[src/hdl/fag_pkg.sv]
// Functional notes
// - debug port: unlocked pages fully accessible
// - debug port: locked pages refused
// - lock bytes always readable over debug
// - lock byte writes always accepted over debug
// - unlocked lock page erase clears locks
// - locked lock page: only full erase
// - reserved area refused for every source
// - firmware ignores lock bytes
// - lower firmware: all but lock page erase
// - firmware never erases lock page
// - firmware may read/write lock page
// - upper firmware: pages at/above limit
// - upper firmware denied below limit, except fetches
// - fetches below limit allowed unless reserved
// - read time field bits 5..4
// - write enable bit 0 gates software
// - limit = byte shifted to 17 bits
// - uninitialised limit byte is zero
// - one lock bit per 16k block, 0 locks
package fag_pkg;
   localparam int ADDR_W = 17;
   localparam int LIMIT_SHIFT = 9;
   localparam int BLOCK_SHIFT = 14;
   localparam logic [7:0] CTL_RESET = 8'h80;
   localparam logic [7:0] CTL_WMASK = 8'h31;
   localparam int RT_LSB = 4;
   localparam int WE_BIT = 0;
   localparam logic [7:0] LIMIT_RESET = 8'h00;
   localparam logic [7:0] LOCK_RESET = 8'hff;
   localparam logic [1:0] REG_CTL = 2'h0;
   localparam logic [1:0] REG_LIMIT = 2'h1;
   localparam logic [1:0] REG_WLOCK = 2'h2;
   localparam logic [1:0] REG_RLOCK = 2'h3;
   localparam logic [16:0] WLOCK_ADDR = 17'h1_fbfe;
   localparam logic [16:0] RLOCK_ADDR = 17'h1_fbff;
   localparam logic [16:0] RSV_LO = 17'h1_fc00;
   localparam logic [1:0] OP_READ = 2'h0;
   localparam logic [1:0] OP_WRITE = 2'h1;
   localparam logic [1:0] OP_ERASE = 2'h2;
   localparam logic [1:0] OP_FETCH = 2'h3;
   localparam logic [1:0] SRC_DEBUG = 2'h0;
   localparam logic [1:0] SRC_FW = 2'h1;
endpackage

[src/hdl/fag_guard.sv]
`timescale 1ns/10ps
// flash access guard with control register
module fag_guard (
   // clock and reset
   input wire logic clock,
   input wire logic rstn,
   // register port
   input wire logic [1:0] reg_addr,
   input wire logic [7:0] reg_wdata,
   input wire logic reg_wr,
   input wire logic reg_rd,
   output logic [7:0] reg_rdata,
   // access request
   input wire logic req_valid,
   input wire logic [1:0] req_src,
   input wire logic [1:0] req_op,
   input wire logic [16:0] req_addr,
   input wire logic [16:0] req_pc,
   // decision
   output logic grant_valid,
   output logic grant,
   output logic full_erase,
   output logic [1:0] read_wait_code,
   output logic sw_write_erase_enable
);
   logic [7:0] ctl_q, ctl_d;
   logic [7:0] limit_q, limit_d;
   logic [7:0] wlock_q, wlock_d;
   logic [7:0] rlock_q, rlock_d;
   logic [7:0] rdata_q, rdata_d;
   logic gv_q, gv_d, g_q, g_d, fe_q, fe_d;
   logic [16:0] access_limit_address;
   logic allow;
   logic fe;

   // limit on 512-byte steps
   assign access_limit_address = {limit_q, {fag_pkg::LIMIT_SHIFT{1'b0}}};
   assign read_wait_code = ctl_q[fag_pkg::RT_LSB +: 2];
   assign sw_write_erase_enable = ctl_q[fag_pkg::WE_BIT];
   assign reg_rdata = rdata_q;
   assign grant_valid = gv_q;
   assign grant = g_q;
   assign full_erase = fe_q;

   fag_judge u_judge (
      .src(req_src),
      .op(req_op),
      .addr(req_addr),
      .pc(req_pc),
      .limit_addr(access_limit_address),
      .rlock(rlock_q),
      .wlock(wlock_q),
      .sw_we(sw_write_erase_enable),
      .allow(allow),
      .full_erase(fe)
   );

   // next state; lock bytes mirror flash content held here
   always_comb begin
      ctl_d = ctl_q;
      limit_d = limit_q;
      wlock_d = wlock_q;
      rlock_d = rlock_q;
      rdata_d = 8'h00;
      gv_d = req_valid;
      g_d = req_valid && allow;
      fe_d = req_valid && fe;
      if (reg_wr) begin
         unique case (reg_addr)
            fag_pkg::REG_CTL: ctl_d = reg_wdata & fag_pkg::CTL_WMASK;
            fag_pkg::REG_LIMIT: limit_d = reg_wdata;
            fag_pkg::REG_WLOCK: wlock_d = wlock_q & reg_wdata; // only clears
            fag_pkg::REG_RLOCK: rlock_d = rlock_q & reg_wdata;
         endcase
      end
      if (reg_rd) begin
         unique case (reg_addr)
            fag_pkg::REG_CTL: rdata_d = ctl_q;
            fag_pkg::REG_LIMIT: rdata_d = limit_q;
            fag_pkg::REG_WLOCK: rdata_d = wlock_q;
            fag_pkg::REG_RLOCK: rdata_d = rlock_q;
         endcase
      end
      // granted write to a lock byte lowers bits; firmware may lock too
      if (req_valid && allow && req_op == fag_pkg::OP_WRITE) begin
         if (req_addr == fag_pkg::WLOCK_ADDR) wlock_d = wlock_d & reg_wdata;
         if (req_addr == fag_pkg::RLOCK_ADDR) rlock_d = rlock_d & reg_wdata;
      end
      // erase of lock page or full erase reopens all
      if (req_valid && allow && req_op == fag_pkg::OP_ERASE &&
          (fe || req_addr[16:10] == fag_pkg::WLOCK_ADDR[16:10])) begin
         wlock_d = fag_pkg::LOCK_RESET;
         rlock_d = fag_pkg::LOCK_RESET;
      end
   end

   // registers; limit resets to zero
   always_ff @(posedge clock) begin
      if (!rstn) begin
         ctl_q <= fag_pkg::CTL_RESET;
         limit_q <= fag_pkg::LIMIT_RESET;
         wlock_q <= fag_pkg::LOCK_RESET;
         rlock_q <= fag_pkg::LOCK_RESET;
         rdata_q <= 8'h00;
         gv_q <= 1'b0;
         g_q <= 1'b0;
         fe_q <= 1'b0;
      end else begin
         ctl_q <= ctl_d;
         limit_q <= limit_d;
         wlock_q <= wlock_d;
         rlock_q <= rlock_d;
         rdata_q <= rdata_d;
         gv_q <= gv_d;
         g_q <= g_d;
         fe_q <= fe_d;
      end
   end
endmodule // fag_guard

[src/hdl/fag_judge.sv]
`timescale 1ns/10ps
// pure decision logic for one request
module fag_judge (
   // request
   input wire logic [1:0] src,
   input wire logic [1:0] op,
   input wire logic [16:0] addr,
   input wire logic [16:0] pc,
   // state
   input wire logic [16:0] limit_addr,
   input wire logic [7:0] rlock,
   input wire logic [7:0] wlock,
   input wire logic sw_we,
   // result
   output logic allow,
   output logic full_erase
);
   logic lock_page;
   logic lock_byte;
   logic rsv;
   logic [2:0] blk;
   logic upper;
   always_comb begin
      lock_page = addr[16:10] == fag_pkg::WLOCK_ADDR[16:10];
      lock_byte = addr == fag_pkg::WLOCK_ADDR || addr == fag_pkg::RLOCK_ADDR;
      rsv = addr >= fag_pkg::RSV_LO;
      blk = addr[fag_pkg::BLOCK_SHIFT +: 3];
      upper = pc >= limit_addr;
      allow = 1'b0;
      full_erase = 1'b0;
      if (op == fag_pkg::OP_FETCH) begin
         allow = !rsv;
      end else if (rsv) begin
         allow = 1'b0;
      end else if (src == fag_pkg::SRC_DEBUG) begin
         if (op == fag_pkg::OP_READ) begin
            allow = lock_byte || rlock[blk];
         end else if (op == fag_pkg::OP_WRITE) begin
            allow = lock_byte || wlock[blk];
         end else if (lock_byte) begin
            allow = 1'b1;
            full_erase = 1'b1;
         end else begin
            allow = wlock[blk];
         end
      end else begin
         // firmware: lock bytes ignored
         allow = sw_we || op == fag_pkg::OP_READ;
         if (op == fag_pkg::OP_ERASE && lock_page) allow = 1'b0;
         if (upper && addr < limit_addr) allow = 1'b0;
         // lower partition and lock page otherwise open
      end
   end
endmodule // fag_judge

[config.mk]
export PLATFORM = sky130hd
export DESIGN_NAME = fag_guard
export DESIGN_NICKNAME = d
export VERILOG_FILES = /design/src/hdl/fag_pkg.sv /design/src/hdl/fag_guard.sv /design/src/hdl/fag_judge.sv
export SDC_FILE = /design/constraint.sdc
export NUM_CORES = 1
export LEC_CHECK = 0
export ABC_AREA = 1
export BUFFER_PORTS_ARGS = -buffer_cell sky130_fd_sc_hd__buf_4
export CORE_ASPECT_RATIO = 0.7
export CORE_MARGIN = 8
export CORE_UTILIZATION = 40
export DETAILED_ROUTE_END_ITERATION = 10
export GPL_TIMING_DRIVEN = 0
export MAX_ROUTING_LAYER = met4
export PLACE_DENSITY = 0.65
export SLEW_MARGIN = 15
export SYNTH_ARGS = -nofsm -noshare
export SYNTH_HDL_FRONTEND = slang
export SYNTH_HIERARCHICAL = 1
export SYNTH_SLANG_ARGS = --single-unit
[constraint.sdc]
create_clock -name clock -period 2.9 [get_ports clock]
set_input_delay 0.58 -clock clock [delete_from_list [all_inputs] [get_ports clock]]
set_output_delay 0.58 -clock clock [all_outputs]
set_load 0.02 [all_outputs]
==> results of run 1 <==
repair_timing:
action	in CTS	in global routing
setup buffers	0	1
hold buffers	0	0
endpoints found under the setup margin	0	5
metal layers:
metal  global-route usage (%)  part of all wire [%]
met3                     4.54                   8.8
met2                     27.8                    42
met1                     24.4                    49
met5                        -                     0
met4                     2.93                  0.87
path summary, 6_finish.rpt:
kind / cells past startpoint / to
worst max-delay path: 16 / wlock_q[6]$_SDFF_PP1_
worst min-delay path: 2 / ctl_q[7]$_SDFFE_PN1P_
worst max register to register: 16 / wlock_q[6]$_SDFF_PP1_
worst min register to register: 2 / ctl_q[7]$_SDFFE_PN1P_
worst min-delay path, stage by stage (launching register included):
cell	delay, ns
dfxtp_1	0.31
o21ai_0	0.06
nand2_1	0.05
final cells by class:
type	count	area, um2	share of cell area, %
plain buffers	11	73.8	1.94
clock buffers	8	100	2.63
inverters	80	305	8.03
multi-input cells	358	1920	50.4
flip-flops and latches	39	781	20.5
well taps	98	123	3.22
repair buffers	67	503	13.2
power breakdown:
group	total (mW)	internal (mW)	leakage, nW	switching (mW)
Sequential	0.571	0.557	0.319	0.0137
Clock	0.407	0.217	0.0515	0.190
Combinational	0.360	0.152	1.70	0.208
Total	1.34	0.927	2.07	0.412
placed cells by master, fill, tap and decap left out:
master and count:
nand2_2 1, inv_6 1, buf_4 70, ha_1 33
clkbuf_8 7, conb_1 10, inv_1 79, buf_2 2
a21oi_1 20, nor2_4 1, o21ai_1 2, o21ai_0 11
nand2_1 140, nand2_4 1, nor4_1 1, o211ai_1 2
buf_6 1, a211oi_1 3, nand3b_1 1, nand3_1 32
a21boi_0 6, nor2_2 5, a21o_1 3, a31oi_1 14
nand3_2 5, nor2_1 52, o21bai_1 1, o22ai_1 1
and2_1 1, a21oi_2 1, buf_8 1, clkbuf_1 5
nor3_1 3, nand4_1 4, o221ai_1 4, dfxtp_1 39
cell families after synthesis:
logic type	after synthesis	share of synthesized area [%]
and+or+nand+nor	247	34.5
buffers and inverters	91	12.5
AOI/OAI and AO/OA	68	13.7
DFF	39	25.7
adders and majority gates	33	13.6
other	1	0.123
sequential cells by signal, indices dropped and copies added (netlist names):
signal and cells:
grant_valid 1, grant 1, full_erase 1, wlock_q 8, rlock_q 8, reg_rdata 8
limit_q 8, ctl_q 4
==> results.sh, run 1 <==
export IMPL_cts_sinks=39
export IMPL_synth_top_area_share_pct=25.7
export IMPL_final_nets=648
export IMPL_ys_seq_area_share_pct=25.7
export IMPL_max_freq_mhz=388
export IMPL_die_y_um=89.0
export IMPL_pre_cts_slack_ns=-0.00580
export IMPL_end_kind="flop"
export IMPL_start_util_pct=41.4
export IMPL_syn_cell_area_um2=3040
export IMPL_wl_per_cell_um=14.3
export IMPL_post_route_drc_count=0
export IMPL_async_flop_share_pct=0
export IMPL_htree_num_levels=2
export IMPL_finClkSkew_ns=0.0121
export IMPL_dieArea_um2=10700
export IMPL_crit_type="reg -> reg"
export IMPL_ys_ff_latch=39
export IMPL_crit_path_frequent_cell="nor2_1"
export IMPL_reg2reg_slack_ns=0.32
export IMPL_grt_max_degree=12
export IMPL_place_inst=652
export IMPL_worst_hold_slack_ns=0.459
export IMPL_synthMostInstantiatedCell="nand2_1"
export IMPL_hold_viol=0
export IMPL_cts_tree="done"
export IMPL_vias=3274
export IMPL_antenna_found_initial=0
export IMPL_grt_pass1_wl_um=15100
export IMPL_synth_edff_count=0
export IMPL_dp_hpwl_um=7870
export IMPL_cts_root_buffer="clkbuf_8"
export IMPL_period_share_pct=89.0
export IMPL_p_leak_nw=2.07
export IMPL_arrival_ns=2.76
export IMPL_slowest_delay_ns=0.36
export IMPL_ys_types=35
export IMPL_outcome="finished clean"
export IMPL_ioPinCount=67
export IMPL_netlist_instances=479
export IMPL_utilization_pct=51.7
export IMPL_yosysWarnings=6
export IMPL_dr_pass1_iters=5
export IMPL_drt_total_wl_um=9470
export IMPL_cts_max_path_buffers=2
export IMPL_synth_common_cells="140 x nand2_1, 79 x inv_1, 52 x nor2_1, 39 x dfxtp_1, 33 x ha_1"
export IMPL_rows=26
export IMPL_antenna_diode_count=0
export IMPL_post_route_min_period_ns=2.58
export IMPL_maxCapViolCount=0
export IMPL_synthTopCellsByArea="dfxtp_1 26%, nand2_1 17%, ha_1 14%, inv_1 9.7%, nor2_1 6.4%"
export IMPL_post_dp_cell_area_um2=3690
export IMPL_first_global_vias=3107
export IMPL_numPortBuffers=66
export IMPL_path_buf_inv=2
export IMPL_start_kind="flop"
export IMPL_crit_fanout=10
export IMPL_drive_above_1_share_pct=17.1
export IMPL_design_core_area_um2=7350
export IMPL_finalNonFillerCells=661
export IMPL_max_slew_margin_pct=52.8
export IMPL_grt_setup_unrepaired="no"
export IMPL_path_cells="inv_1 -> ha_1 -> nand2_1 -> nor2_1 -> nand3b_1 -> nor2_1 -> nor2_1 -> nand2_1 -> a21oi_1 -> nor2_1 -> nor2_1 -> nand2_1 -> nor3_1 -> a21oi_2 -> buf_2 -> nand2_1"
export IMPL_finalSetupTns_ns=0
export IMPL_fin_ws_ns=0.320
export IMPL_clk_pin_slew_ns=0.08
export IMPL_via_per_inst=4.95
export IMPL_tightest_slew_ns=0.705
export IMPL_ant_nets=0
export IMPL_critical_path_top_delay_family="simple AND/OR/NAND/NOR gates"
export IMPL_vdd_drop_max_uv=201
export IMPL_drv_slew=0
export IMPL_crit_start="limit_q[7]$_SDFFE_PN0P_"
export IMPL_totalPowerFinal_mw=1.34
export IMPL_crit_required_ns=3.08
export IMPL_synth_top_area_cell="dfxtp_1"
export IMPL_syn2layout_area_growth_pct=25.0
export IMPL_die_w_um=120
export IMPL_setup_viol=0
export IMPL_fillers=776
export IMPL_postLayoutCellArea_um2=3800
export IMPL_cts_resized=0
export IMPL_hold_start="ctl_q[7]$_SDFFE_PN1P_"
export IMPL_power_per_cell_area_nw_per_um2=352
export IMPL_postSynthAreaPerCell_um2=6.35
export IMPL_cts_made_buffers=5
export IMPL_initialDrtViolationCount=251
export IMPL_yosys_most_used_dff="dfxtp_1"
export IMPL_clk_latency_ns=0.29
export IMPL_gp_congestion=0.965
export IMPL_track_usage_pct=18.3
export IMPL_overflow=0
export IMPL_reg2reg_from="limit_q[7]$_SDFFE_PN0P_"
export IMPL_cp_slowest_cell="a21oi_2"
export IMPL_worstHoldPathType="reg -> reg"
Power figures use the tool's default switching activity.
==> run 2, diff against run 1 <==
==> constraint.sdc (replaced) <==
create_clock -name clock -period 2.9 [get_ports clock]
set_input_delay 0.29 -clock clock [delete_from_list [all_inputs] [get_ports clock]]
set_output_delay 0.29 -clock clock [all_outputs]
set_load 0.02 [all_outputs]
==> run 2 against run 1 <==
Cell area down 0.20%. Critical path type unchanged. Highest routed layer unchanged. Power barely moved. Via count barely moved. Global-route usage did not move. Combinational power about the same.
==> results.sh, run 2 (synthesis gave the netlist of run 1 again) <==
export IMPL_fin_ws_ns=0.226
export IMPL_vdd_drop_max_uv=201
export IMPL_finalSetupTns_ns=0
export IMPL_drt_total_wl_um=9510
export IMPL_hold_end="ctl_q[7]$_SDFFE_PN1P_"
export IMPL_start_kind="flop"
export IMPL_first_global_vias=3107
export IMPL_cts_setup_buffers=0
export IMPL_grt_max_degree=12
export IMPL_grt_pass1_wl_um=15100
export IMPL_outcome="finished clean"
export IMPL_gp_congestion=0.965
export IMPL_clkPwrFrac_pct=30.5
export IMPL_start_util_pct=41.4
export IMPL_post_route_drc_count=0
export IMPL_die_y_um=89.0
export IMPL_cts_max_path_buffers=2
export IMPL_ioPinCount=67
export IMPL_vias=3272
export IMPL_hold_start="rstn"
export IMPL_final_nets=647
export IMPL_arrival_ns=2.84
export IMPL_cts_hold_buffers=0
export IMPL_cts_sinks=39
export IMPL_p_sw_share_pct=30.8
export IMPL_p_leak_nw=2.07
export IMPL_worst_hold_slack_ns=0.207
export IMPL_power_per_cell_area_nw_per_um2=353
export IMPL_reg2reg_slack_ns=0.23
export IMPL_crit_fanout=8
export IMPL_layout_commonest_cell="nand2_1"
export IMPL_clk_latency_ns=0.29
export IMPL_numPortBuffers=66
export IMPL_max_slew_margin_pct=55.1
export IMPL_crit_required_ns=3.06
export IMPL_post_dp_cell_area_um2=3690
export IMPL_period_share_pct=92.2
export IMPL_syn2layout_area_growth_pct=24.7
export IMPL_setup_viol=0
export IMPL_antenna_found_initial=0
export IMPL_postLayoutCellArea_um2=3790
export IMPL_reg2reg_from="limit_q[5]$_SDFFE_PN0P_"
export IMPL_final_cell_mix="140 x nand2_1, 79 x inv_1, 69 x buf_4"
export IMPL_worstReg2RegEnd="rlock_q[5]$_SDFF_PP1_"
export IMPL_worstHoldPathType="in -> reg"
export IMPL_dp_hpwl_um=7870
export IMPL_switchingPower_uw=412
export IMPL_drv_slew=0
export IMPL_via_per_inst=4.96
export IMPL_pre_cts_slack_ns=0.284
export IMPL_tightest_slew_ns=0.671
export IMPL_overflow=0
export IMPL_cts_resized=0
export IMPL_reg2reg_depth=16
export IMPL_finalNonFillerCells=660
export IMPL_grt_setup_unrepaired="no"
export IMPL_ant_nets=0
export IMPL_track_usage_pct=18.3
export IMPL_drive_above_1_share_pct=16.9
export IMPL_p_comb_share_pct=26.9
export IMPL_end_kind="flop"
export IMPL_max_freq_mhz=374
export IMPL_hold_viol=0
export IMPL_cts_tree="done"
export IMPL_dieArea_um2=10700
export IMPL_die_w_um=120
export IMPL_hold_depth=2
export IMPL_finClkSkew_ns=0.0120
export IMPL_p_seq_share_pct=42.7
export IMPL_clk_pin_slew_ns=0.08
export IMPL_crit_type="reg -> reg"
export IMPL_cts_root_buffer="clkbuf_8"
export IMPL_maxCapViolCount=0
export IMPL_design_core_area_um2=7350
export IMPL_dr_pass1_iters=5
export IMPL_p_int_uw=926
export IMPL_post_route_min_period_ns=2.67
export IMPL_initialDrtViolationCount=286
export IMPL_rows=26
export IMPL_wl_per_cell_um=14.4
export IMPL_cts_made_buffers=5
export IMPL_htree_num_levels=2
export IMPL_antenna_diode_count=0
export IMPL_place_inst=652
run 2: cell types whose count changed in the layout (fill, tap and decap cells not counted):
| cell | delta |
|---|---|
| buf_4 | -1 |
run 2: layout make-up:
type                    count  area [um2]
inverters                  80         305
flip-flops and latches     39         781
well taps                  98         123
multi-input cells         358        1920
fillers                   776        3560
repair buffers             66         495
plain buffers              11        73.8
clock buffers               8         100
run 2: worst max-delay path by stage:
stage	startpoint	end	slack (ns)	cells past startpoint
2_1_floorplan	limit_q[7]$_SDFFE_PN0P_	rlock_q[0]$_SDFF_PP1_	0.81	17
3_3_place_gp	req_addr[8]	rlock_q[4]$_SDFF_PP1_	0.27	17
3_5_place_dp	req_addr[16]	rlock_q[0]$_SDFF_PP1_	0.28	17
4_1_cts	limit_q[5]$_SDFFE_PN0P_	rlock_q[0]$_SDFF_PP1_	0.28	16
5_1_grt	limit_q[5]$_SDFFE_PN0P_	rlock_q[5]$_SDFF_PP1_	0.01	17
6_report	limit_q[5]$_SDFFE_PN0P_	rlock_q[5]$_SDFF_PP1_	0.23	16
run 2: power groups by stage:
stage | clock [mW] | combinational [mW] | sequential (mW)
after detailed placement | 0 | 0.353 | 0.582
after floorplan | 0 | 0.200 | 0.588
after global placement | 0 | 0.345 | 0.582
final | 0.408 | 0.360 | 0.571
after CTS | 0.412 | 0.355 | 0.570
after global routing | 0.441 | 0.406 | 0.573
run 2: per-stage QoR:
| stage | power [mW] | util [%] |
|---|---|---|
| detailed placement | 0.936 | 50.3 |
| CTS | 1.34 | 51.6 |
| finish | 1.34 | 51.6 |
| global placement | 0.928 | 50.3 |
| floorplan | 0.788 | - |
| global route | 1.42 | 51.6 |
run 2: worst max-delay path, cell delays in order (launching register included):
cell and delay, ns:
dfxtp_1 0.37, inv_1 0.08, ha_1 0.29, a21oi_1 0.16, nor2_1 0.05, nor2_1 0.11, nand2_1 0.08, nor2_1 0.10
nand2_1 0.06, a21oi_1 0.14, nor2_1 0.06, nor2_1 0.12, nand4_1 0.40, nor2_1 0.28, nand3_1 0.11, nand2_1 0.10
nand2_1 0.05
run 2: layer usage:
metal  track usage (%)  part of all wire (%)
met1              24.4                    48
met2              27.8                    42
met3              4.54                   9.4
met4              2.93                  0.48
met5                 -                     0
